--- src/pvc_pkg.sv ---
package pvc_pkg;

    // ------------------------------------------------------------
    // Register byte offsets
    // ------------------------------------------------------------
    localparam logic [7:0] PVC_OFS_OPERATION  = 8'h00;
    localparam logic [7:0] PVC_OFS_VOUT_CMD   = 8'h04;
    localparam logic [7:0] PVC_OFS_SCALE_LOOP = 8'h08;
    localparam logic [7:0] PVC_OFS_MARGIN_HI  = 8'h0C;
    localparam logic [7:0] PVC_OFS_MARGIN_LO  = 8'h10;
    localparam logic [7:0] PVC_OFS_OV_FAULT   = 8'h14;
    localparam logic [7:0] PVC_OFS_UV_FAULT   = 8'h18;
    localparam logic [7:0] PVC_OFS_OV_WARN    = 8'h1C;
    localparam logic [7:0] PVC_OFS_UV_WARN    = 8'h20;
    localparam logic [7:0] PVC_OFS_TRAN_RATE  = 8'h24;
    localparam logic [7:0] PVC_OFS_PWM_MODE   = 8'h28;
    localparam logic [7:0] PVC_OFS_COMMON     = 8'h2C;
    localparam logic [7:0] PVC_OFS_VOUT_MAX   = 8'h30;
    localparam logic [7:0] PVC_OFS_ABS_CEIL   = 8'h34;
    localparam logic [7:0] PVC_OFS_SENSE      = 8'h38;
    localparam logic [7:0] PVC_OFS_IRQ_STAT   = 8'h3C;
    localparam logic [7:0] PVC_OFS_IRQ_MASK   = 8'h40;

    // ------------------------------------------------------------
    // Field positions
    // ------------------------------------------------------------
    localparam int PVC_OP_ON_BIT       = 7;
    localparam int PVC_OP_MARGIN_LSB   = 4;
    localparam logic [1:0] PVC_MARGIN_NONE = 2'h0;
    localparam logic [1:0] PVC_MARGIN_LOW  = 2'h1;
    localparam logic [1:0] PVC_MARGIN_HIGH = 2'h2;
    localparam int PVC_PWM_SLAVE_BIT   = 4;
    localparam int PVC_PWM_SERVO_BIT   = 6;
    localparam int PVC_COM_BUSY_A_BIT  = 6;
    localparam int PVC_COM_BUSY_B_BIT  = 5;
    localparam int PVC_IRQ_DONE_BIT    = 0;
    localparam int PVC_IRQ_OV_BIT      = 1;
    localparam int PVC_IRQ_UV_BIT      = 2;
    localparam int PVC_IRQ_REFUSE_BIT  = 3;
    localparam int PVC_IRQ_W           = 4;

    // ------------------------------------------------------------
    // Voltages in mV, scale loop is unsigned 8.8
    // ------------------------------------------------------------
    localparam logic [15:0] PVC_FB_NOM_MV     = 16'h0190;
    localparam logic [15:0] PVC_VCMD_MIN_MV   = 16'h012C;
    localparam logic [15:0] PVC_VCMD_MAX_MV   = 16'h0D7A;
    localparam logic [15:0] PVC_FIXED_MAX_MV  = 16'h0EA6;
    localparam logic [15:0] PVC_ABS_CEIL_MV   = 16'h0EA6;
    localparam logic [15:0] PVC_FB_SPAN_MV    = 16'h0D7A;
    localparam logic [15:0] PVC_SCALE_UNITY   = 16'h0100;
    localparam int          PVC_SCALE_FRAC    = 8;
    localparam logic [15:0] PVC_PCT5_DIV      = 16'h0014;
    localparam logic [15:0] PVC_PCT10_DIV     = 16'h000A;
    localparam logic [15:0] PVC_MARGIN_HI_RST = PVC_FB_NOM_MV + PVC_FB_NOM_MV / PVC_PCT5_DIV;
    localparam logic [15:0] PVC_MARGIN_LO_RST = PVC_FB_NOM_MV - PVC_FB_NOM_MV / PVC_PCT5_DIV;
    localparam logic [15:0] PVC_OV_FAULT_RST  = PVC_FB_NOM_MV + PVC_FB_NOM_MV / PVC_PCT10_DIV;
    localparam logic [15:0] PVC_UV_FAULT_RST  = PVC_FB_NOM_MV - PVC_FB_NOM_MV / PVC_PCT10_DIV;
    localparam logic [15:0] PVC_OV_WARN_RST   = 16'hFFFF;
    localparam logic [15:0] PVC_UV_WARN_RST   = 16'h0000;
    localparam logic [15:0] PVC_RATE_RST      = 16'h0001;

    // ------------------------------------------------------------
    // Timing
    // ------------------------------------------------------------
    localparam int PVC_CLK_MHZ        = 100;
    localparam int PVC_RECALC_MS      = 500;
    localparam int PVC_RECALC_CYCLES  = PVC_RECALC_MS * 1000 * PVC_CLK_MHZ;

    typedef enum logic [1:0] {
        PVC_RC_IDLE = 2'b00,
        PVC_RC_CALC = 2'b01,
        PVC_RC_WAIT = 2'b11
    } pvc_rc_state_t;

    typedef struct packed {
        logic        valid;
        logic        write;
        logic [7:0]  addr;
    } pvc_dphase_t;

endpackage

--- src/pvc_recalc.sv ---
`timescale 1ns/1ps
module pvc_recalc import pvc_pkg::*;
#(
    parameter int RECALC_CYCLES = PVC_RECALC_CYCLES,
    parameter bit FIXED_MAX     = 1'b0
)
(
    input  wire logic        clk,
    input  wire logic        rst_n,
    input  wire logic        start,
    input  wire logic [15:0] scale,
    output logic             busy_r,
    output logic             done_r,
    output logic [15:0]      vout_max_r
);

    pvc_rc_state_t state_r;
    logic [31:0]   cnt_r;
    logic [31:0]   prod;

    assign prod = {16'h0000, scale} * {16'h0000, PVC_FB_SPAN_MV};

    // ------------------------------------------------------------
    // Sequencer; limit is held stable outside the busy window
    // ------------------------------------------------------------
    always_ff @(posedge clk or negedge rst_n)
    begin
        if (!rst_n)
        begin
            state_r    <= PVC_RC_IDLE;
            cnt_r      <= 32'h0000_0000;
            busy_r     <= 1'b0;
            done_r     <= 1'b0;
            vout_max_r <= FIXED_MAX ? PVC_FIXED_MAX_MV : PVC_ABS_CEIL_MV;
        end
        else
        begin
            done_r <= 1'b0;
            case (state_r)
                PVC_RC_IDLE:
                begin
                    if (start)
                    begin
                        state_r <= PVC_RC_CALC;
                        busy_r  <= 1'b1; // see [RULE_18]
                    end
                end
                PVC_RC_CALC:
                begin
                    if (FIXED_MAX)
                        vout_max_r <= PVC_FIXED_MAX_MV; // see [RULE_15]
                    else if (prod[31:PVC_SCALE_FRAC] > {8'h00, PVC_ABS_CEIL_MV})
                        vout_max_r <= PVC_ABS_CEIL_MV; // see [RULE_14]
                    else
                        vout_max_r <= prod[PVC_SCALE_FRAC +: 16];
                    cnt_r   <= 32'h0000_0000;
                    state_r <= PVC_RC_WAIT;
                end
                PVC_RC_WAIT:
                begin
                    // Worst case budget, so software never sees an early finish
                    if (cnt_r >= RECALC_CYCLES - 2)
                    begin
                        state_r <= PVC_RC_IDLE;
                        busy_r  <= 1'b0; // see [RULE_09] [RULE_18]
                        done_r  <= 1'b1;
                    end
                    else
                        cnt_r <= cnt_r + 32'h0000_0001;
                end
                default:
                begin
                    state_r <= PVC_RC_IDLE;
                    busy_r  <= 1'b0;
                end
            endcase
        end
    end

endmodule

--- src/pvc_ctrl.sv ---
// The AHB-Lite slave port and the register offsets were chosen for this implementation.
`timescale 1ns/1ps
// Overview of operation
// [RULE_01] Margin requests accepted in divider mode
// [RULE_02] Defaults: UV -10, margins +-5, OV +10 percent
// [RULE_03] Default warning limits never trip
// [RULE_04] Divider mode ramps the feedback node
// [RULE_05] Host keeps servo bit clear; resets clear
// [RULE_06] Slave phase bit drives external compensation
// [RULE_07] Sense pins feed regulation and telemetry
// [RULE_08] Host: off, scale, wait, command, limits, on
// [RULE_09] Busy flags up to 500 ms after scale write
// [RULE_10] Host changes scale only with rail off
// [RULE_11] Output commands deferred while recalculating
// [RULE_12] Host waits for flags before output commands
// [RULE_13] Output command clamped 300 mV to limit; code caps it at the lower of the limit and 3450 mV
// [RULE_14] Read-only limit from scale, capped by ceiling
// [RULE_15] Fixed variant reports 3.75 V limit
// [RULE_16] Direct mode ramps the output itself
// [RULE_17] Servo enable writable anytime
// [RULE_18] Both busy flags set and clear together
module pvc_ctrl import pvc_pkg::*;
#(
    parameter int RECALC_CYCLES = PVC_RECALC_CYCLES,
    parameter bit FIXED_MAX     = 1'b0
)
(
    input  wire logic        clk,
    input  wire logic        rst_n,
    input  wire logic        hsel,
    input  wire logic [31:0] haddr,
    input  wire logic [1:0]  htrans,
    input  wire logic        hwrite,
    input  wire logic [2:0]  hsize,
    input  wire logic [31:0] hwdata,
    input  wire logic        hready,
    output logic             hreadyout,
    output logic             hresp,
    output logic [31:0]      hrdata,
    input  wire logic        run_pin,
    input  wire logic        step_clk,
    input  wire logic [15:0] sense_adc,
    output logic             irq,
    output logic             rail_en,
    output logic [15:0]      ref_target,
    output logic             ref_at_output,
    output logic             slave_phase,
    output logic             servo_en
);

    // ------------------------------------------------------------
    // Helpers
    // ------------------------------------------------------------
    function automatic logic is_vout_reg(input logic [7:0] a);
        is_vout_reg = (a == PVC_OFS_VOUT_CMD)  || (a == PVC_OFS_SCALE_LOOP) ||
                      (a == PVC_OFS_MARGIN_HI) || (a == PVC_OFS_MARGIN_LO)  ||
                      (a == PVC_OFS_OV_FAULT)  || (a == PVC_OFS_UV_FAULT)   ||
                      (a == PVC_OFS_OV_WARN)   || (a == PVC_OFS_UV_WARN)    ||
                      (a == PVC_OFS_TRAN_RATE);
    endfunction

    function automatic logic [15:0] clamp(input logic [15:0] v,
                                          input logic [15:0] lo,
                                          input logic [15:0] hi);
        if (v < lo)
            clamp = lo;
        else if (v > hi)
            clamp = hi;
        else
            clamp = v;
    endfunction

    // ------------------------------------------------------------
    // Register state
    // ------------------------------------------------------------
    logic [7:0]            operation_r;
    logic [15:0]           vout_cmd_r;
    logic [15:0]           scale_loop_r;
    logic [15:0]           margin_hi_r;
    logic [15:0]           margin_lo_r;
    logic [15:0]           ov_fault_r;
    logic [15:0]           uv_fault_r;
    logic [15:0]           ov_warn_r;
    logic [15:0]           uv_warn_r;
    logic [15:0]           tran_rate_r;
    logic [7:0]            pwm_mode_config_r;
    logic                  pmbus_mode_r;
    logic [PVC_IRQ_W-1:0]  irq_stat_r;
    logic [PVC_IRQ_W-1:0]  irq_mask_r;
    pvc_dphase_t           dp_r;
    logic                  hreadyout_r;
    logic [31:0]           hrdata_r;
    logic                  run_s1_r;
    logic                  run_s2_r;
    logic                  stp_s1_r;
    logic                  stp_s2_r;
    logic                  stp_d_r;
    logic [15:0]           ramp_r;
    logic                  rail_en_r;
    logic                  irq_r;
    logic                  ov_seen_r;
    logic                  uv_seen_r;

    logic                  busy;
    logic                  done;
    logic [15:0]           vout_max;
    logic                  capture;
    logic                  commit;
    logic                  wr;
    logic                  scale_start;
    logic                  scale_refused;
    logic                  rail_on;
    logic                  step_edge;
    logic [15:0]           vcmd_hi;
    logic [15:0]           wval;
    logic [15:0]           target;
    logic                  ov_now;
    logic                  uv_now;
    logic [31:0]           rd_val;
    logic [PVC_IRQ_W-1:0]  irq_set;

    assign capture = hsel && htrans[1] && hready;
    assign commit  = dp_r.valid && hreadyout_r;
    assign wr      = commit && dp_r.write;
    assign wval    = hwdata[15:0];
    assign rail_on = operation_r[PVC_OP_ON_BIT] && run_s2_r;
    assign scale_start   = wr && (dp_r.addr == PVC_OFS_SCALE_LOOP) && !rail_on;
    assign scale_refused = wr && (dp_r.addr == PVC_OFS_SCALE_LOOP) && rail_on;
    assign vcmd_hi = (vout_max < PVC_VCMD_MAX_MV) ? vout_max : PVC_VCMD_MAX_MV;
    assign step_edge = stp_s2_r && !stp_d_r;

    // ------------------------------------------------------------
    // Scale loop recalculation
    // ------------------------------------------------------------
    pvc_recalc #(
        .RECALC_CYCLES (RECALC_CYCLES),
        .FIXED_MAX     (FIXED_MAX)
    ) u_recalc (
        .clk        (clk),
        .rst_n      (rst_n),
        .start      (scale_start),
        .scale      (wval),
        .busy_r     (busy),
        .done_r     (done),
        .vout_max_r (vout_max)
    );

    // ------------------------------------------------------------
    // Pin synchronisers
    // ------------------------------------------------------------
    always_ff @(posedge clk or negedge rst_n)
    begin
        if (!rst_n)
        begin
            run_s1_r <= 1'b0;
            run_s2_r <= 1'b0;
            stp_s1_r <= 1'b0;
            stp_s2_r <= 1'b0;
            stp_d_r  <= 1'b0;
        end
        else
        begin
            run_s1_r <= run_pin;
            run_s2_r <= run_s1_r;
            stp_s1_r <= step_clk;
            stp_s2_r <= stp_s1_r;
            stp_d_r  <= stp_s2_r;
        end
    end

    // ------------------------------------------------------------
    // AHB-Lite data phase and wait states
    // ------------------------------------------------------------
    always_ff @(posedge clk or negedge rst_n)
    begin
        if (!rst_n)
        begin
            dp_r        <= '0;
            hreadyout_r <= 1'b1;
        end
        else
        begin
            if (hready)
            begin
                dp_r.valid <= capture;
                dp_r.write <= hwrite;
                dp_r.addr  <= {haddr[7:2], 2'b00};
            end
            // Stall rather than drop: an output write stays on the bus
            // until the recalculation is over
            if (capture && hwrite && is_vout_reg({haddr[7:2], 2'b00}) &&
                (busy || scale_start))
                hreadyout_r <= 1'b0; // see [RULE_11]
            else if (!hreadyout_r && !busy)
                hreadyout_r <= 1'b1;
        end
    end

    always_comb
    begin
        rd_val = 32'h0000_0000;
        case ({haddr[7:2], 2'b00})
            PVC_OFS_OPERATION:  rd_val[7:0]  = operation_r;
            PVC_OFS_VOUT_CMD:   rd_val[15:0] = vout_cmd_r;
            PVC_OFS_SCALE_LOOP: rd_val[15:0] = scale_loop_r;
            PVC_OFS_MARGIN_HI:  rd_val[15:0] = margin_hi_r;
            PVC_OFS_MARGIN_LO:  rd_val[15:0] = margin_lo_r;
            PVC_OFS_OV_FAULT:   rd_val[15:0] = ov_fault_r;
            PVC_OFS_UV_FAULT:   rd_val[15:0] = uv_fault_r;
            PVC_OFS_OV_WARN:    rd_val[15:0] = ov_warn_r;
            PVC_OFS_UV_WARN:    rd_val[15:0] = uv_warn_r;
            PVC_OFS_TRAN_RATE:  rd_val[15:0] = tran_rate_r;
            PVC_OFS_PWM_MODE:   rd_val[7:0]  = pwm_mode_config_r;
            PVC_OFS_COMMON:
            begin
                rd_val[PVC_COM_BUSY_A_BIT] = busy; // see [RULE_09]
                rd_val[PVC_COM_BUSY_B_BIT] = busy; // see [RULE_18]
            end
            PVC_OFS_VOUT_MAX:   rd_val[15:0] = vout_max; // see [RULE_14]
            PVC_OFS_ABS_CEIL:   rd_val[15:0] = PVC_ABS_CEIL_MV;
            PVC_OFS_SENSE:      rd_val[15:0] = sense_adc; // see [RULE_07]
            PVC_OFS_IRQ_STAT:   rd_val[PVC_IRQ_W-1:0] = irq_stat_r;
            PVC_OFS_IRQ_MASK:   rd_val[PVC_IRQ_W-1:0] = irq_mask_r;
            default:            rd_val = 32'h0000_0000;
        endcase
    end

    // Read data settles for the data phase end
    always_ff @(posedge clk or negedge rst_n)
    begin
        if (!rst_n)
            hrdata_r <= 32'h0000_0000;
        else
            hrdata_r <= rd_val;
    end

    // ------------------------------------------------------------
    // Register writes
    // ------------------------------------------------------------
    always_ff @(posedge clk or negedge rst_n)
    begin
        if (!rst_n)
        begin
            operation_r       <= 8'h00;
            vout_cmd_r        <= PVC_FB_NOM_MV;
            scale_loop_r      <= PVC_SCALE_UNITY;
            margin_hi_r       <= PVC_MARGIN_HI_RST; // see [RULE_02]
            margin_lo_r       <= PVC_MARGIN_LO_RST;
            ov_fault_r        <= PVC_OV_FAULT_RST;
            uv_fault_r        <= PVC_UV_FAULT_RST;
            ov_warn_r         <= PVC_OV_WARN_RST; // see [RULE_03]
            uv_warn_r         <= PVC_UV_WARN_RST;
            tran_rate_r       <= PVC_RATE_RST;
            pwm_mode_config_r <= 8'h00; // see [RULE_05]
            irq_mask_r        <= '0;
        end
        else if (wr)
        begin
            case (dp_r.addr)
                PVC_OFS_OPERATION:  operation_r <= hwdata[7:0]; // see [RULE_01]
                PVC_OFS_VOUT_CMD:   vout_cmd_r  <= clamp(wval, PVC_VCMD_MIN_MV, vcmd_hi); // see [RULE_13]
                PVC_OFS_SCALE_LOOP:
                begin
                    if (!rail_on)
                        scale_loop_r <= wval;
                end
                PVC_OFS_MARGIN_HI:  margin_hi_r <= clamp(wval, 16'h0000, vout_max); // see [RULE_14]
                PVC_OFS_MARGIN_LO:  margin_lo_r <= clamp(wval, 16'h0000, vout_max);
                PVC_OFS_OV_FAULT:   ov_fault_r  <= clamp(wval, 16'h0000, vout_max);
                PVC_OFS_UV_FAULT:   uv_fault_r  <= clamp(wval, 16'h0000, vout_max);
                PVC_OFS_OV_WARN:    ov_warn_r   <= wval;
                PVC_OFS_UV_WARN:    uv_warn_r   <= wval;
                PVC_OFS_TRAN_RATE:  tran_rate_r <= wval;
                PVC_OFS_PWM_MODE:   pwm_mode_config_r <= hwdata[7:0]; // see [RULE_17]
                PVC_OFS_IRQ_MASK:   irq_mask_r  <= hwdata[PVC_IRQ_W-1:0];
                default:            operation_r <= operation_r;
            endcase
        end
    end

    // Direct control once a scale other than unity has been processed
    always_ff @(posedge clk or negedge rst_n)
    begin
        if (!rst_n)
            pmbus_mode_r <= 1'b0;
        else if (done)
            pmbus_mode_r <= (scale_loop_r != PVC_SCALE_UNITY);
    end

    // ------------------------------------------------------------
    // Target ramp, one step per link clock rising edge
    // ------------------------------------------------------------
    always_comb
    begin
        target = pmbus_mode_r ? vout_cmd_r : PVC_FB_NOM_MV;
        case (operation_r[PVC_OP_MARGIN_LSB +: 2])
            PVC_MARGIN_LOW:  target = margin_lo_r; // see [RULE_01]
            PVC_MARGIN_HIGH: target = margin_hi_r;
            default:         target = pmbus_mode_r ? vout_cmd_r : PVC_FB_NOM_MV;
        endcase
        if (!rail_on || busy)
            target = 16'h0000;
    end

    always_ff @(posedge clk or negedge rst_n)
    begin
        if (!rst_n)
            ramp_r <= 16'h0000;
        else if (step_edge)
        begin
            // Rate is counted in the domain of the ramp itself
            if (ramp_r + tran_rate_r < target && ramp_r + tran_rate_r > ramp_r)
                ramp_r <= ramp_r + tran_rate_r; // see [RULE_04] [RULE_16]
            else if (ramp_r > target + tran_rate_r)
                ramp_r <= ramp_r - tran_rate_r;
            else
                ramp_r <= target;
        end
    end

    always_ff @(posedge clk or negedge rst_n)
    begin
        if (!rst_n)
            rail_en_r <= 1'b0;
        else
            rail_en_r <= rail_on && !busy;
    end

    // ------------------------------------------------------------
    // Fault events and interrupt
    // ------------------------------------------------------------
    assign ov_now = rail_en_r && (sense_adc > ov_fault_r); // see [RULE_07]
    assign uv_now = rail_en_r && (ramp_r == target) && (sense_adc < uv_fault_r);

    always_ff @(posedge clk or negedge rst_n)
    begin
        if (!rst_n)
        begin
            ov_seen_r <= 1'b0;
            uv_seen_r <= 1'b0;
        end
        else
        begin
            ov_seen_r <= ov_now;
            uv_seen_r <= uv_now;
        end
    end

    always_comb
    begin
        irq_set = '0;
        irq_set[PVC_IRQ_DONE_BIT]   = done;
        irq_set[PVC_IRQ_OV_BIT]     = ov_now && !ov_seen_r;
        irq_set[PVC_IRQ_UV_BIT]     = uv_now && !uv_seen_r;
        irq_set[PVC_IRQ_REFUSE_BIT] = scale_refused; // see [RULE_10]
    end

    // Set wins over a simultaneous write-one-to-clear
    always_ff @(posedge clk or negedge rst_n)
    begin
        if (!rst_n)
            irq_stat_r <= '0;
        else if (wr && dp_r.addr == PVC_OFS_IRQ_STAT)
            irq_stat_r <= (irq_stat_r & ~hwdata[PVC_IRQ_W-1:0]) | irq_set;
        else
            irq_stat_r <= irq_stat_r | irq_set;
    end

    always_ff @(posedge clk or negedge rst_n)
    begin
        if (!rst_n)
            irq_r <= 1'b0;
        else
            irq_r <= |(irq_stat_r & irq_mask_r);
    end

    // ------------------------------------------------------------
    // Outputs
    // ------------------------------------------------------------
    always_ff @(posedge clk or negedge rst_n)
    begin
        if (!rst_n)
        begin
            slave_phase   <= 1'b0;
            servo_en      <= 1'b0;
            ref_at_output <= 1'b0;
            ref_target    <= 16'h0000;
        end
        else
        begin
            slave_phase   <= pwm_mode_config_r[PVC_PWM_SLAVE_BIT]; // see [RULE_06]
            servo_en      <= pwm_mode_config_r[PVC_PWM_SERVO_BIT]; // see [RULE_17]
            ref_at_output <= pmbus_mode_r; // see [RULE_16]
            ref_target    <= ramp_r;
        end
    end

    assign hreadyout = hreadyout_r;
    assign hresp     = 1'b0;
    assign hrdata    = hrdata_r;
    assign rail_en   = rail_en_r;
    assign irq       = irq_r;

endmodule

--- config.mk ---
export PLATFORM = sky130hd
export DESIGN_NAME = pvc_ctrl
export DESIGN_NICKNAME = d
export VERILOG_FILES = /design/src/pvc_pkg.sv /design/src/pvc_recalc.sv /design/src/pvc_ctrl.sv
export SDC_FILE = /design/constraint.sdc
export NUM_CORES = 1
export LEC_CHECK = 0
export BUFFER_PORTS_ARGS = -buffer_cell sky130_fd_sc_hd__buf_2
export CAP_MARGIN = 20
export CORE_MARGIN = 2
export CORE_UTILIZATION = 40
export DETAILED_ROUTE_END_ITERATION = 8
export GPL_ROUTABILITY_DRIVEN = 0
export PLACE_DENSITY = 0.55
export RECOVER_POWER = 100
export SLEW_MARGIN = 30
export SYNTH_ARGS = -nofsm -noshare
export SYNTH_HDL_FRONTEND = slang
export SYNTH_SLANG_ARGS = --single-unit
--- constraint.sdc ---
create_clock -name clk -period 14.7 [get_ports clk]
set_clock_uncertainty 0.15 [all_clocks]
set_input_delay 0.735 -clock clk [delete_from_list [all_inputs] [get_ports clk]]
set_output_delay 0.735 -clock clk [all_outputs]
set_load 0.01 [all_outputs]
## Word level (Yosys, flattened, before mapping)

Index checks and enable logic that the tools add are counted.

- $add $sub $neg: 4
- Multiply operators: 1
- Order comparisons: 12
- Equality and inequality tests: 37
- Muxes and demuxes: 29
- Bitwise operators: 7
- Reductions and logical operators: 58

Operators with widths:

| kind | number |
|---|---|
| 2-to-1 mux 16 bit | 10 |
| one-hot mux 8 bit (12 select lines) | 1 |
| > comparator 16 bit | 5 |
| == test 6 x 4 -> 1 bit, second input constant | 12 |
| one-hot mux 32 bit (2 select lines) | 1 |
| one-hot mux 4 bit (16 select lines) | 1 |
| == test 6 x 3 -> 1 bit, second input constant | 8 |
| adder 16 bit | 2 |
| adder 32 x 1 -> 32 bit, second input constant | 1 |
| greater-or-equal comparator 32 x 26 -> 1 bit, second input constant | 1 |
| less-than comparator 16 bit | 2 |
| 2-to-1 mux 32 bit | 1 |
| one-hot mux 16 bit (2 select lines) | 1 |
| one-hot mux 2 bit (15 select lines) | 1 |
| multiplier 16 x 11 -> 27 bit, second input constant | 1 |
| AND reduction 2 bit | 13 |
| == test 6 x 2 -> 1 bit, second input constant | 4 |
| logical AND 1 bit | 21 |
| > comparator 20 x 12 -> 1 bit, second input constant | 1 |
| == test 16 bit | 1 |
| less-than comparator 16 x 1 -> 1 bit, second input constant | 1 |
| less-than comparator 16 x 12 -> 1 bit, second input constant | 1 |
| less-than comparator 16 x 9 -> 1 bit, second input constant | 1 |
| inequality test 16 x 9 -> 1 bit, second input constant | 1 |
| 26 further kinds | 56 |

- Register bits: 290
- Output and inout bits: 55
- Word-level logic and storage cells: 186

## Depth between registers and ports, before layout

Gate-level depths: netlist of run 1.

- Depth after elaboration: 12
- Gate-level depth with buffers: 29
- Depth with buffers taken out: 27

## By module

Synthesis of run 1 repeated with hierarchy kept, for this count alone.

- Cell total of the unflattened synthesis: 2384
- Area total of the unflattened synthesis: 22611.7 um^2

Modules (own cells, without submodules):

| module | times used | cells an instance | area each (um^2) |
|---|---|---|---|
| pvc_ctrl | 1 | 1743 | 16036.6 |
| pvc_recalc | 1 | 641 | 6575.1 |

## Least setup slack after synthesis of run 1

No wires, ideal clock.

- Path type: input port to flip-flop
- From: input hwdata[8]
- To: register u_recalc.vout_max_r[4]
- Library setup time: 0.066 ns
- Arrival: 5.916 ns
- Setup slack: 8.568 ns
- Stages: 17
- Buffers on the path: 0
- Cells stage by stage: fa_1 -> fa_1 -> fa_1 -> fa_1 -> inv_1 -> fa_1 -> inv_1 -> ha_1 -> and2_4 -> a32o_1 -> a311oi_4 -> a211oi_1 -> or3_4 -> a2111oi_4 -> nand4_2 -> a21oi_2 -> a22o_1

- Cells in the longest elaborated chain, start to end: 3

Ends and longest elaborated chain:

| item | RTL line | RTL |
|---|---|---|
| start, declared | pvc_ctrl.sv:35 | `input wire logic [31:0] hwdata,` |
| multiplier 16 x 11 -> 27 bit (*) | pvc_recalc.sv:21 | `assign prod = {16'h0000, scale} * {16'h0000, PVC_FB_SPAN_MV};` |
| > comparator 20 x 12 -> 1 bit | pvc_recalc.sv:52 | `else if (prod[31:PVC_SCALE_FRAC] > {8'h00, PVC_ABS_CEIL_MV})` |
| 2-to-1 mux 16 bit (*) | pvc_recalc.sv:52 |  |
| end signal, assigned | pvc_recalc.sv:34 | `vout_max_r <= FIXED_MAX ? PVC_FIXED_MAX_MV : PVC_ABS_CEIL_MV;` |
| end signal, assigned | pvc_recalc.sv:55 | `vout_max_r <= prod[PVC_SCALE_FRAC +: 16];` |
| end, declared | pvc_recalc.sv:14 | `output logic [15:0] vout_max_r` |

Every way passes the cells marked *; elsewhere a longest branch is shown, timed or not.
A chain may end at the register's enable or synchronous reset.

## Worst setup path after layout of run 1

- From: register operation_r[4]
- To: register ramp_r[2]

- Cells in the longest elaborated chain, start to end: 7
- Elaborated cells on any way between the ends: 10
- Classes of those cells: add/sub (1); order compare (2); eq/ne (2); mux (4); reduce/logical (1)

Ends and longest elaborated chain:

| item | RTL line | RTL |
|---|---|---|
| start, declared | pvc_ctrl.sv:76 | `logic [7:0] operation_r;` |
| start signal, assigned | pvc_ctrl.sv:260 | `PVC_OFS_OPERATION: operation_r <= hwdata[7:0];` |
| start signal, assigned | pvc_ctrl.sv:276 | `default: operation_r <= operation_r;` |
| == test 2 bit / == test 2 x 1 -> 1 bit (equally long branches) | pvc_ctrl.sv:296 | `case (operation_r[PVC_OP_MARGIN_LSB +: 2])` |
| one-hot mux 16 bit (2 select lines) (*) | pvc_ctrl.sv:296 |  |
| 2-to-1 mux 16 bit (*) | pvc_ctrl.sv:301 | `if (!rail_on \|\| busy)` |
| adder 16 bit | pvc_ctrl.sv:314 | `else if (ramp_r > target + tran_rate_r)` |
| > comparator 16 bit | pvc_ctrl.sv:314 |  |
| 2-to-1 mux 16 bit | pvc_ctrl.sv:314 |  |
| 2-to-1 mux 16 bit (*) | pvc_ctrl.sv:312 | `if (ramp_r + tran_rate_r < target && ramp_r + tran_rate_r > ramp_r)` |
| end signal, assigned | pvc_ctrl.sv:313 | `ramp_r <= ramp_r + tran_rate_r;` |
| end signal, assigned | pvc_ctrl.sv:315 | `ramp_r <= ramp_r - tran_rate_r;` |
| end signal, assigned | pvc_ctrl.sv:317 | `ramp_r <= target;` |
| end, declared | pvc_ctrl.sv:98 | `logic [15:0] ramp_r;` |

Marks and branches as above.

==> results of run 1 <==
[where the power goes]
| group | total, mW | leakage, nW | switching [mW] | internal [mW] |
|---|---|---|---|---|
| clock network | 0.863 | 0.563 | 0.358 | 0.505 |
| registers | 1.03 | 3.42 | 0.125 | 0.905 |
| logic | 2.71 | 8.04 | 1.63 | 1.09 |
| total | 4.61 | 12.0 | 2.11 | 2.50 |
[per-layer routing]
layer / track usage / part of all wire / up-vias
met5: 0 / 0 / -
met4: 0.0945 / 0.040 / 0
met3: 0.0335 / 0.060 / 143
met2: 0.379 / 0.44 / 611
met1: 0.353 / 0.46 / 9033
li1: - / - / 8543
[sequential cells by signal, indices dropped and copies added (netlist names), 8 cells and up]
name                 count
margin_hi_r             16
operation_r              8
pwm_mode_config_r        8
ov_warn_r               16
ramp_r                  16
u_recalc.cnt_r          32
u_recalc.vout_max_r     16
ref_target              16
tran_rate_r             16
vout_cmd_r              16
scale_loop_r            16
margin_lo_r             16
ov_fault_r              16
uv_warn_r               16
uv_fault_r              16
hrdata                  16
dp_r                     8
[area by class of cell]
type                            instances  area share
Inverter                              251      0.0383
Timing Repair Buffer                  110      0.0211
Clock inverter                         13     0.00493
Sequential cell                       290       0.297
Multi-Input combinational cell       1761       0.559
Tap cell                              748      0.0380
Clock buffer                           49      0.0414
[stage by stage]
step | std cells | worst slack, ns | power, mW
3_5_place_dp | 3159 | 7.60 | 3.74
4_1_cts | 3221 | 8.08 | 4.63
5_1_grt | 3222 | 5.55 | 5.02
6_report | 3222 | 6.69 | 4.61
3_3_place_gp | 3159 | 7.61 | 3.69
2_1_floorplan | 2404 | 8.57 | 3.02
[synth_stat cells (all sizes together) (28+ instances only)]
library cell,number,area share
a221oi,29,0.012
nand2,185,0.031
a21oi,144,0.032
ha,269,0.15
nor2,164,0.027
clkbuf,82,0.014
nand4,31,0.0089
xor2,28,0.011
a22oi,55,0.018
a21o,38,0.013
inv,251,0.042
mux2i,46,0.021
dfrtp,242,0.27
nand3,52,0.012
o21ai,165,0.037
xnor2,67,0.026
dfstp,48,0.056
fa,78,0.070
nor3,39,0.0087
mux2,61,0.031
[critical path, delay by kind of cell, from the launching register on]
kind	cells	cell delay, ns
XOR/XNOR	1	0.09
buffers and inverters	4	2.11
flip-flops	1	0.42
AND/OR/NAND/NOR	8	1.34
adder cells (fa/ha/maj)	3	0.73
AO/OA/AOI/OAI	12	3.06
[kinds of logic after synthesis]
group                      after synthesis
adders and majority gates              347
DFF                                    290
buffers and inverters                  353
AOI/OAI and AO/OA                      598
muxes                                  108
and+or+nand+nor                        592
other                                    2
xor gates and xnor gates                95
[worst min-delay path by stage]
| stage | end | slack (ns) | startpoint | cells after the start |
|---|---|---|---|---|
| finish | run_s1_r | 0.14 | run_pin | 1 |
| global route | run_s1_r | 0.12 | run_pin | 1 |
| CTS | u_recalc.cnt_r[25] | 0.07 | rst_n | 1 |
| detailed placement | stp_s2_r | 0.19 | stp_s1_r | 0 |
| global placement | stp_s2_r | 0.18 | stp_s1_r | 0 |
| floorplan | run_s2_r | 0.18 | run_s1_r | 0 |
[placed cells by master, fill, tap and decap left out, drive strengths merged, types with 28 or more instances in the layout]
master and instances:
nand4 31, dfstp 48, nand3 52, xor2 28, nor3 39, a22oi 55, a21oi 144, nor2 164
buf 55, a221oi 29, a21o 38, inv 254, fa 78, o21ai 165, clkbuf 104, mux2i 46
dfrtp 242, ha 269, mux2 61, nand2 185, xnor2 67
==> results by stage, run 1 <==
Synthesis:
- The xor/xnor share of the synthesized area is 0.0372.
- The combinational family with the most area after synthesis is adder cells.
- The simple-gate portion of the synthesized area is 0.125.
- The count of distinct cell types in the synthesized netlist is 90.
- The sequential fraction of the synthesis area is 0.327.
- The post-synth design cell area is 22400 um^2.
- The most frequently used flop master after synthesis is dfrtp_1.
- Of the post-synthesis cell area, the part taken by muxes is 0.0523.
- After synthesis, the share of flip-flops with an asynchronous set or reset is 1.00.
- The count of warnings emitted by yosys is 0.
- The complex-gate fraction of the synthesized area is 0.176.
- Of the total synthesized cell area, the portion taken by full adders, half adders and majority gates is 0.220.
- Yosys mapped a number of flops with a built-in enable equal to 0.
- Each instance of the synthesized netlist takes up on average 9.39 um^2.
- In this run, synthesis produced a sequential element count of 290.
- Counting every instance in the synthesized netlist gives 2385.

Global routing:
- The total overflow left after global routing is 0.
- The wire length of the first global-routing pass is 109 mm.
- The number of antenna violations at the first check in global routing came to 0.
- The global-route total usage across every layer is 0.247.
- The via count of the first global-routing pass is 18200.
- The largest net degree at the start of global routing is 103.

Critical path:
- The worst-path cell with the longest stage delay is clkbuf_1.
- The worst setup path is of the flop to flop kind.
- The required time at the worst-slack endpoint is 15.02 ns.
- In this run the worst setup path begins at operation_r[4].
- STA classifies the critical path startpoint as a flop.
- Along the worst path, the maximum fanout reaches 24.
- The worst reg2reg path depth is 28.
- On the worst path, the slowest cell contributes a delay of 1.03 ns.
- The flop-to-flop setup slack is 6.69 ns.
- The end of the critical path is ramp_r[2].
- The endpoint of the most critical register-to-register path is ramp_r[2].
- The worst setup path is captured at a flop.
- Data on the critical path arrives at its endpoint at 8.33 ns.
- The worst register-to-register path begins at operation_r[4].

CTS:
- TritonCTS built the clock tree.
- For this design, the CTS-stage hold fixing added 0 buffers.
- The clock reaches the later pin of the worst-skew pair after 0.56 ns.
- The longest clock path from root to sink contains 3 buffers.
- The number of sinks on the clock net is 290.
- The number of gates given a new drive strength after cts is 0.
- Clock-pin slew was measured on the worst setup and hold paths at 0.06 ns.
- The level count of the clock H-tree is 2.
- The setup fix buffers added after clock tree synthesis is 0.
- Clock tree synthesis selected as its root buffer the cell clkbuf_16.
- TritonCTS created 34 clock buffers.

STA:
- The final max-slew violation count is 383.
- Setup violations remaining at the end of the flow were counted as 0.
- Setup repair after global routing left no endpoint under its margin.
- The period utilization is 0.545.
- The tightest hold path in the finished design has a slack of 0.136 ns.
- The hold violation count in the final report is 0.
- The worst path in the final design needs a cycle of 8.01 ns, including I/O delays and setup.
- The post-route setup TNS is 0 ns.
- For this run, the top clock speed supported by timing is 125 MHz.
- The worst slew margin relative to its limit is -2.69.
- At the pin with the least slew margin, the transition time is 5.53 ns.

Finish:
- The area growth from synthesis to final layout is 10.0%.
- In the final layout, flip-flops and latches occupy 7320 um^2.
- The multi-input combinational cell area is 13800 um^2.
- In the final design database the tool counted 2887 nets.
- The cell area after layout is 24600 um^2.
- The antenna diode count is 0.
- In the final layout, the share of cells above drive strength 1 is 0.102.
- The end-of-flow core utilization is 0.446.
- The layout filler cell count is 5308.

Route:
- Dividing the detail-routed wire length by the instance count gives 21.7 um.
- In this run the remaining antenna-violating nets after routing total 0.
- The number of vias per cell after detailed routing is 5.69.
- The final route contains 18300 vias.
- The aggregate routed wire length is 69.9 mm.
- In the routed design, unresolved DRC markers number 0.
- The violation count after the first detailed-route iteration is 1525.
- The number of iterations in the first detailed-routing pass is 6.

Min path:
- The min-delay analysis places its worst path in the category primary input to flop.

Floorplan:
- The starting density of the core is 0.406.
- The die extent in x is 241 um.
- The core box area is 55200 um^2.
- The area enclosed by the die boundary is 57900 um^2.
- The cell row count is 86.
- During I/O placement, the number of pins put on the boundary was 147.
- The height of the die is 241 um.

Outcome:
- The run finished, with violations left.
- The checks that failed: max-capacitance violations, max-slew violations.

Placed design:
- The instance area after placement is 23600 um^2.
- The count of buffers added on input and output ports is 83.
- Once detailed placement completed, the half-perimeter wirelength came to 52.8 mm.

Run:
- Across the run, the number of max-cap violations was 7.

Pwr:
- The total power per unit cell area is 187 nW/um^2.
- The worst supply voltage drop on vdd is 0.166 mV.
- The leakage power summed over all cells is 12.0 nW.
(Power assumes the default switching activity.)
==> inputs of run 2 (changes only) <==
--- a/config.mk
+++ b/config.mk
@@ -5,13 +5,14 @@
 export SDC_FILE = /design/constraint.sdc
 export NUM_CORES = 1
 export LEC_CHECK = 0
+export ABC_AREA = 1
 export BUFFER_PORTS_ARGS = -buffer_cell sky130_fd_sc_hd__buf_2
 export CAP_MARGIN = 20
 export CORE_MARGIN = 2
 export CORE_UTILIZATION = 40
 export DETAILED_ROUTE_END_ITERATION = 8
 export GPL_ROUTABILITY_DRIVEN = 0
-export PLACE_DENSITY = 0.55
+export PLACE_DENSITY = 0.57
 export RECOVER_POWER = 100
 export SLEW_MARGIN = 30
 export SYNTH_ARGS = -nofsm -noshare
==> constraint.sdc (replaced) <==
create_clock -name clk -period 7.3 [get_ports clk]
set_clock_uncertainty 0.15 [all_clocks]
set_input_delay 0.365 -clock clk [delete_from_list [all_inputs] [get_ports clk]]
set_output_delay 0.365 -clock clk [all_outputs]
set_load 0.01 [all_outputs]
==> run 2 against run 1 <==
Net effect: the flow still finishes with violations (max-capacitance violations, max-slew violations); largest cell class unchanged; cell area grew 2.7%; maximum frequency grew 25%; hold slack lost 0.10 ns; area after synthesis grew 2.4%; core utilization grew 0.15 points; wire length grew 1.4%; setup slack lost 5.8 ns; die area grew 2.3%; flip-flop and latch count is the same.
==> results by stage, run 2 <==
Outcome:
- The run finished, with violations left.
- The final reports fail on max-capacitance violations, max-slew violations.

Floorplan:
- The die covers 59200 um^2.
- The core box area is 56500 um^2.
- The cell row count is 87.
- In this run the count of I/O pins placed on the die edge is 147.
- The height of the die is 243 um.
- The initial utilization of the core area, before any placement, comes to 0.406.
- In this run the horizontal extent of the chip is 243 um.

Route:
- The aggregate routed wire length is 70.9 mm.
- The post-route antenna net violation count is 0.
- The number of vias per cell after detailed routing is 5.38.
- After the first detailed-routing iteration, the DRC count stood at 1533.
- Detailed routing inserted a total of 20400 vias.
- The first detailed-routing pass took 5 iterations.
- The routed wirelength normalized by instance count is 18.7 um.
- In the routed design, unresolved DRC markers number 0.

Global routing:
- The wire length of the first global-routing pass is 112 mm.
- Entering global routing, the biggest net connects 156 pins.
- The via count of the first global-routing pass is 20400.
- For this run, the total global-route usage over all layers was measured as 0.239.
- The total overflow left after global routing is 0.
- The number of antenna violations at the first check in global routing was 3.

Critical path:
- The worst-path cell with the longest stage delay is inv_1.
- At the worst endpoint, the required time is 7.58 ns.
- The setup path with the least slack is of type flop to flop.
- The worst setup path is captured at a flop.
- Of all nets on the critical path, the largest fanout is 22.
- The critical path arrival is 6.68 ns.
- In this design, the critical path's most frequently occurring cell is nand2_1.
- The sort of element at the start of the critical path is a flop.
- The largest single stage delay on the critical path is 0.59 ns.

CTS:
- The cell sitting at the root of the clock tree is a clkbuf_16.
- TritonCTS built the clock tree.
- The clock latency at the later pin of the worst-skew pair is 0.55 ns.
- The number of sinks on the clock net is 290.
- The number of gates given a new drive strength after cts is 0.
- The level count of the clock H-tree is 2.
- The clock passes through at most 3 buffers.
- TritonCTS created 35 clock buffers.
- The clock edge transition at the registers on the reported setup and hold paths is 0.06 ns.

STA:
- The worst slew margin relative to its limit is -1.98.
- The post-route setup TNS is 0 ns.
- The count of endpoints failing setup in the final report is 0.
- The final max-slew violation count is 149.
- Dividing the final minimum period by the clock period gives 0.877.
- For this run, the top clock speed supported by timing is 156 MHz.
- Setup repair after global routing left no endpoint under its margin.
- The final critical path time including I/O delays and setup is 6.40 ns.
- For the pin with the worst max-slew slack, the measured transition is 4.47 ns.
- The hold violation count in the final report is 0.

Synthesis:
- The most frequently used flop master after synthesis is dfrtp_1.
- The number of synthesized flops with an enable pin is 0.
- The sequential fraction of the synthesis area is 0.319.
- The most common cell in the netlist is nand2_1.
- The count of warnings emitted by yosys is 0.
- The average size of a mapped cell is 7.84 um^2.
- The cell taking the most area after synthesis is dfrtp_1.
- The share of flip-flops with an asynchronous set or reset after synthesis is 1.00.
- Synthesis produced a netlist whose cell count is 2924.
- The post-synth design cell area is 22900 um^2.
- By count the netlist is led by nand2_1 (648), inv_1 (442), ha_1 (269).
- By area the synthesized netlist is led by dfrtp_1 (26%), ha_1 (15%), nand2_1 (11%).
- The count of distinct cell types in the synthesized netlist is 60.
- The count of state elements after synthesis is 290.
- The top-area cell type share of the netlist area is 0.264.

Pwr:
- After layout, the design draws a total of 10.0 mW.
- In this run the power density over the cells is 396 nW/um^2.
- The leakage power summed over all cells is 13.3 nW.
- VDD sags by at most 0.377 mV.

Min path:
- The worst min-delay path category is primary input to flop.

Finish:
- After the flow finishes, the layout carries non-filler instances totaling 3791.
- The register ranked first by flip-flop count is u_recalc.cnt_r.
- The final-stage net count is 3444.
- The sequential cells in the finished layout cover a total of 7320 um^2.
- In the layout the commonest cells are nand2_1 (646), inv_1 (444), ha_1 (269).
- Leaving out fill and tap cells, the most frequent cell in the layout is nand2_1.
- The area growth from synthesis to final layout is 10.4%.
- After filler insertion, the fill cell instance count of the layout stands at 5682.
- After routing the design area is 25300 um^2.
- In the final layout, the share of cells above drive strength 1 is 0.0547.
- Summing all multi-input logic gate instances after layout gives 13500 um^2.
- The register with the most flip-flops in the layout has 32 of them.

Run:
- Max-cap violations in this run came to 3.

Placed design:
- In this run the tool buffered the top-level ports with 83 buffer cells.
- The placed instances occupy a cell area of 24100 um^2.
- Once placement completed, the tool counted placed cells totaling 3706.
- Summed over all nets, the half-perimeter wirelength after detailed placement is 55.4 mm.
-- run 2: cell count changes after synthesis, sizes merged, moves of 27 or more --
cell,before,now
nand2,185,650
inv,251,445
o21ai,165,264
nand3,52,124
mux2,61,0
xnor2,67,15
a22oi,55,7
mux2i,46,0
nor2,164,198
a21o,38,7
o22ai,8,39
xor2,28,55
-- run 2: path summary, 6_finish.rpt --
check,start,to,slack (ns),cells past startpoint
max in group asynchronous,rst_n,ref_target[13],1.57,4
setup reg to reg,operation_r[4],ramp_r[3],0.90,30
hold reg to reg,stp_s1_r,stp_s2_r,0.21,0
min in group asynchronous,rst_n,irq_mask_r[2],1.82,2
setup / recovery,operation_r[4],ramp_r[3],0.90,30
hold / removal,sense_adc[2],hrdata[2],0.03,3
-- run 2: routing by layer --
layer | vias to the layer above | share of wire | track usage | routed length (um)
li1 | 9800 | - | - | -
met2 | 625 | 0.48 | 0.416 | 34200
met4 | 0 | 0.042 | 0.0971 | 2950
met5 | - | 0 | 0 | 0
met3 | 165 | 0.048 | 0.0296 | 3390
met1 | 9804 | 0.43 | 0.301 | 30300
-- run 2: timing repair --
action,CTS,global route
hold buffers,16,0
buffers inserted,0,0
hold endpoints to repair,83,0
-- run 2: cells by family (layout without fill, tap and decap cells) --
kind of cell,after synthesis,after routing,synth area share
AOI/OAI and AO/OA,578,578,0.146
xor gates and xnor gates,70,70,0.0268
adders and majority gates,347,347,0.215
buffers and inverters,543,632,0.0926
DFF,290,290,0.319
other,2,24,0.000328
and+or+nand+nor,1094,1094,0.200
-- run 2: power breakdown --
group,total [mW],internal [mW],switching (mW)
Clock,1.73,1.01,0.724
Combinational,6.19,2.14,4.04
Sequential,2.11,1.87,0.237
Total,10.0,5.02,5.00
-- run 2: area by class of cell --
class                           count  area share
Clock inverter                     15     0.00495
Timing Repair Buffer              116      0.0255
Sequential cell                   290       0.289
Multi-Input combinational cell   2110       0.535
Clock buffer                       49      0.0399
Inverter                          452      0.0671
Antenna cell                        3    0.000297
Tap cell                          756      0.0374
-- run 2: critical path, delay by kind of cell, from the launching register on --
kind,cells,cell delay [ns]
flops,1,0.39
compound gates,10,1.86
xor+xnor,1,0.14
fa+ha+maj,3,1.07
simple gates,12,1.38
buf+inv,4,1.26
-- run 2: per-stage QoR --
stage	util	hold WS (ns)	setup WS [ns]
2_1_floorplan	-	-0.0806	2.39
5_1_grt	0.448	0.0201	0.323
4_1_cts	0.449	0.00315	1.21
6_report	0.448	0.0316	0.898
3_5_place_dp	0.426	0.192	1.09
3_3_place_gp	0.426	0.194	1.14
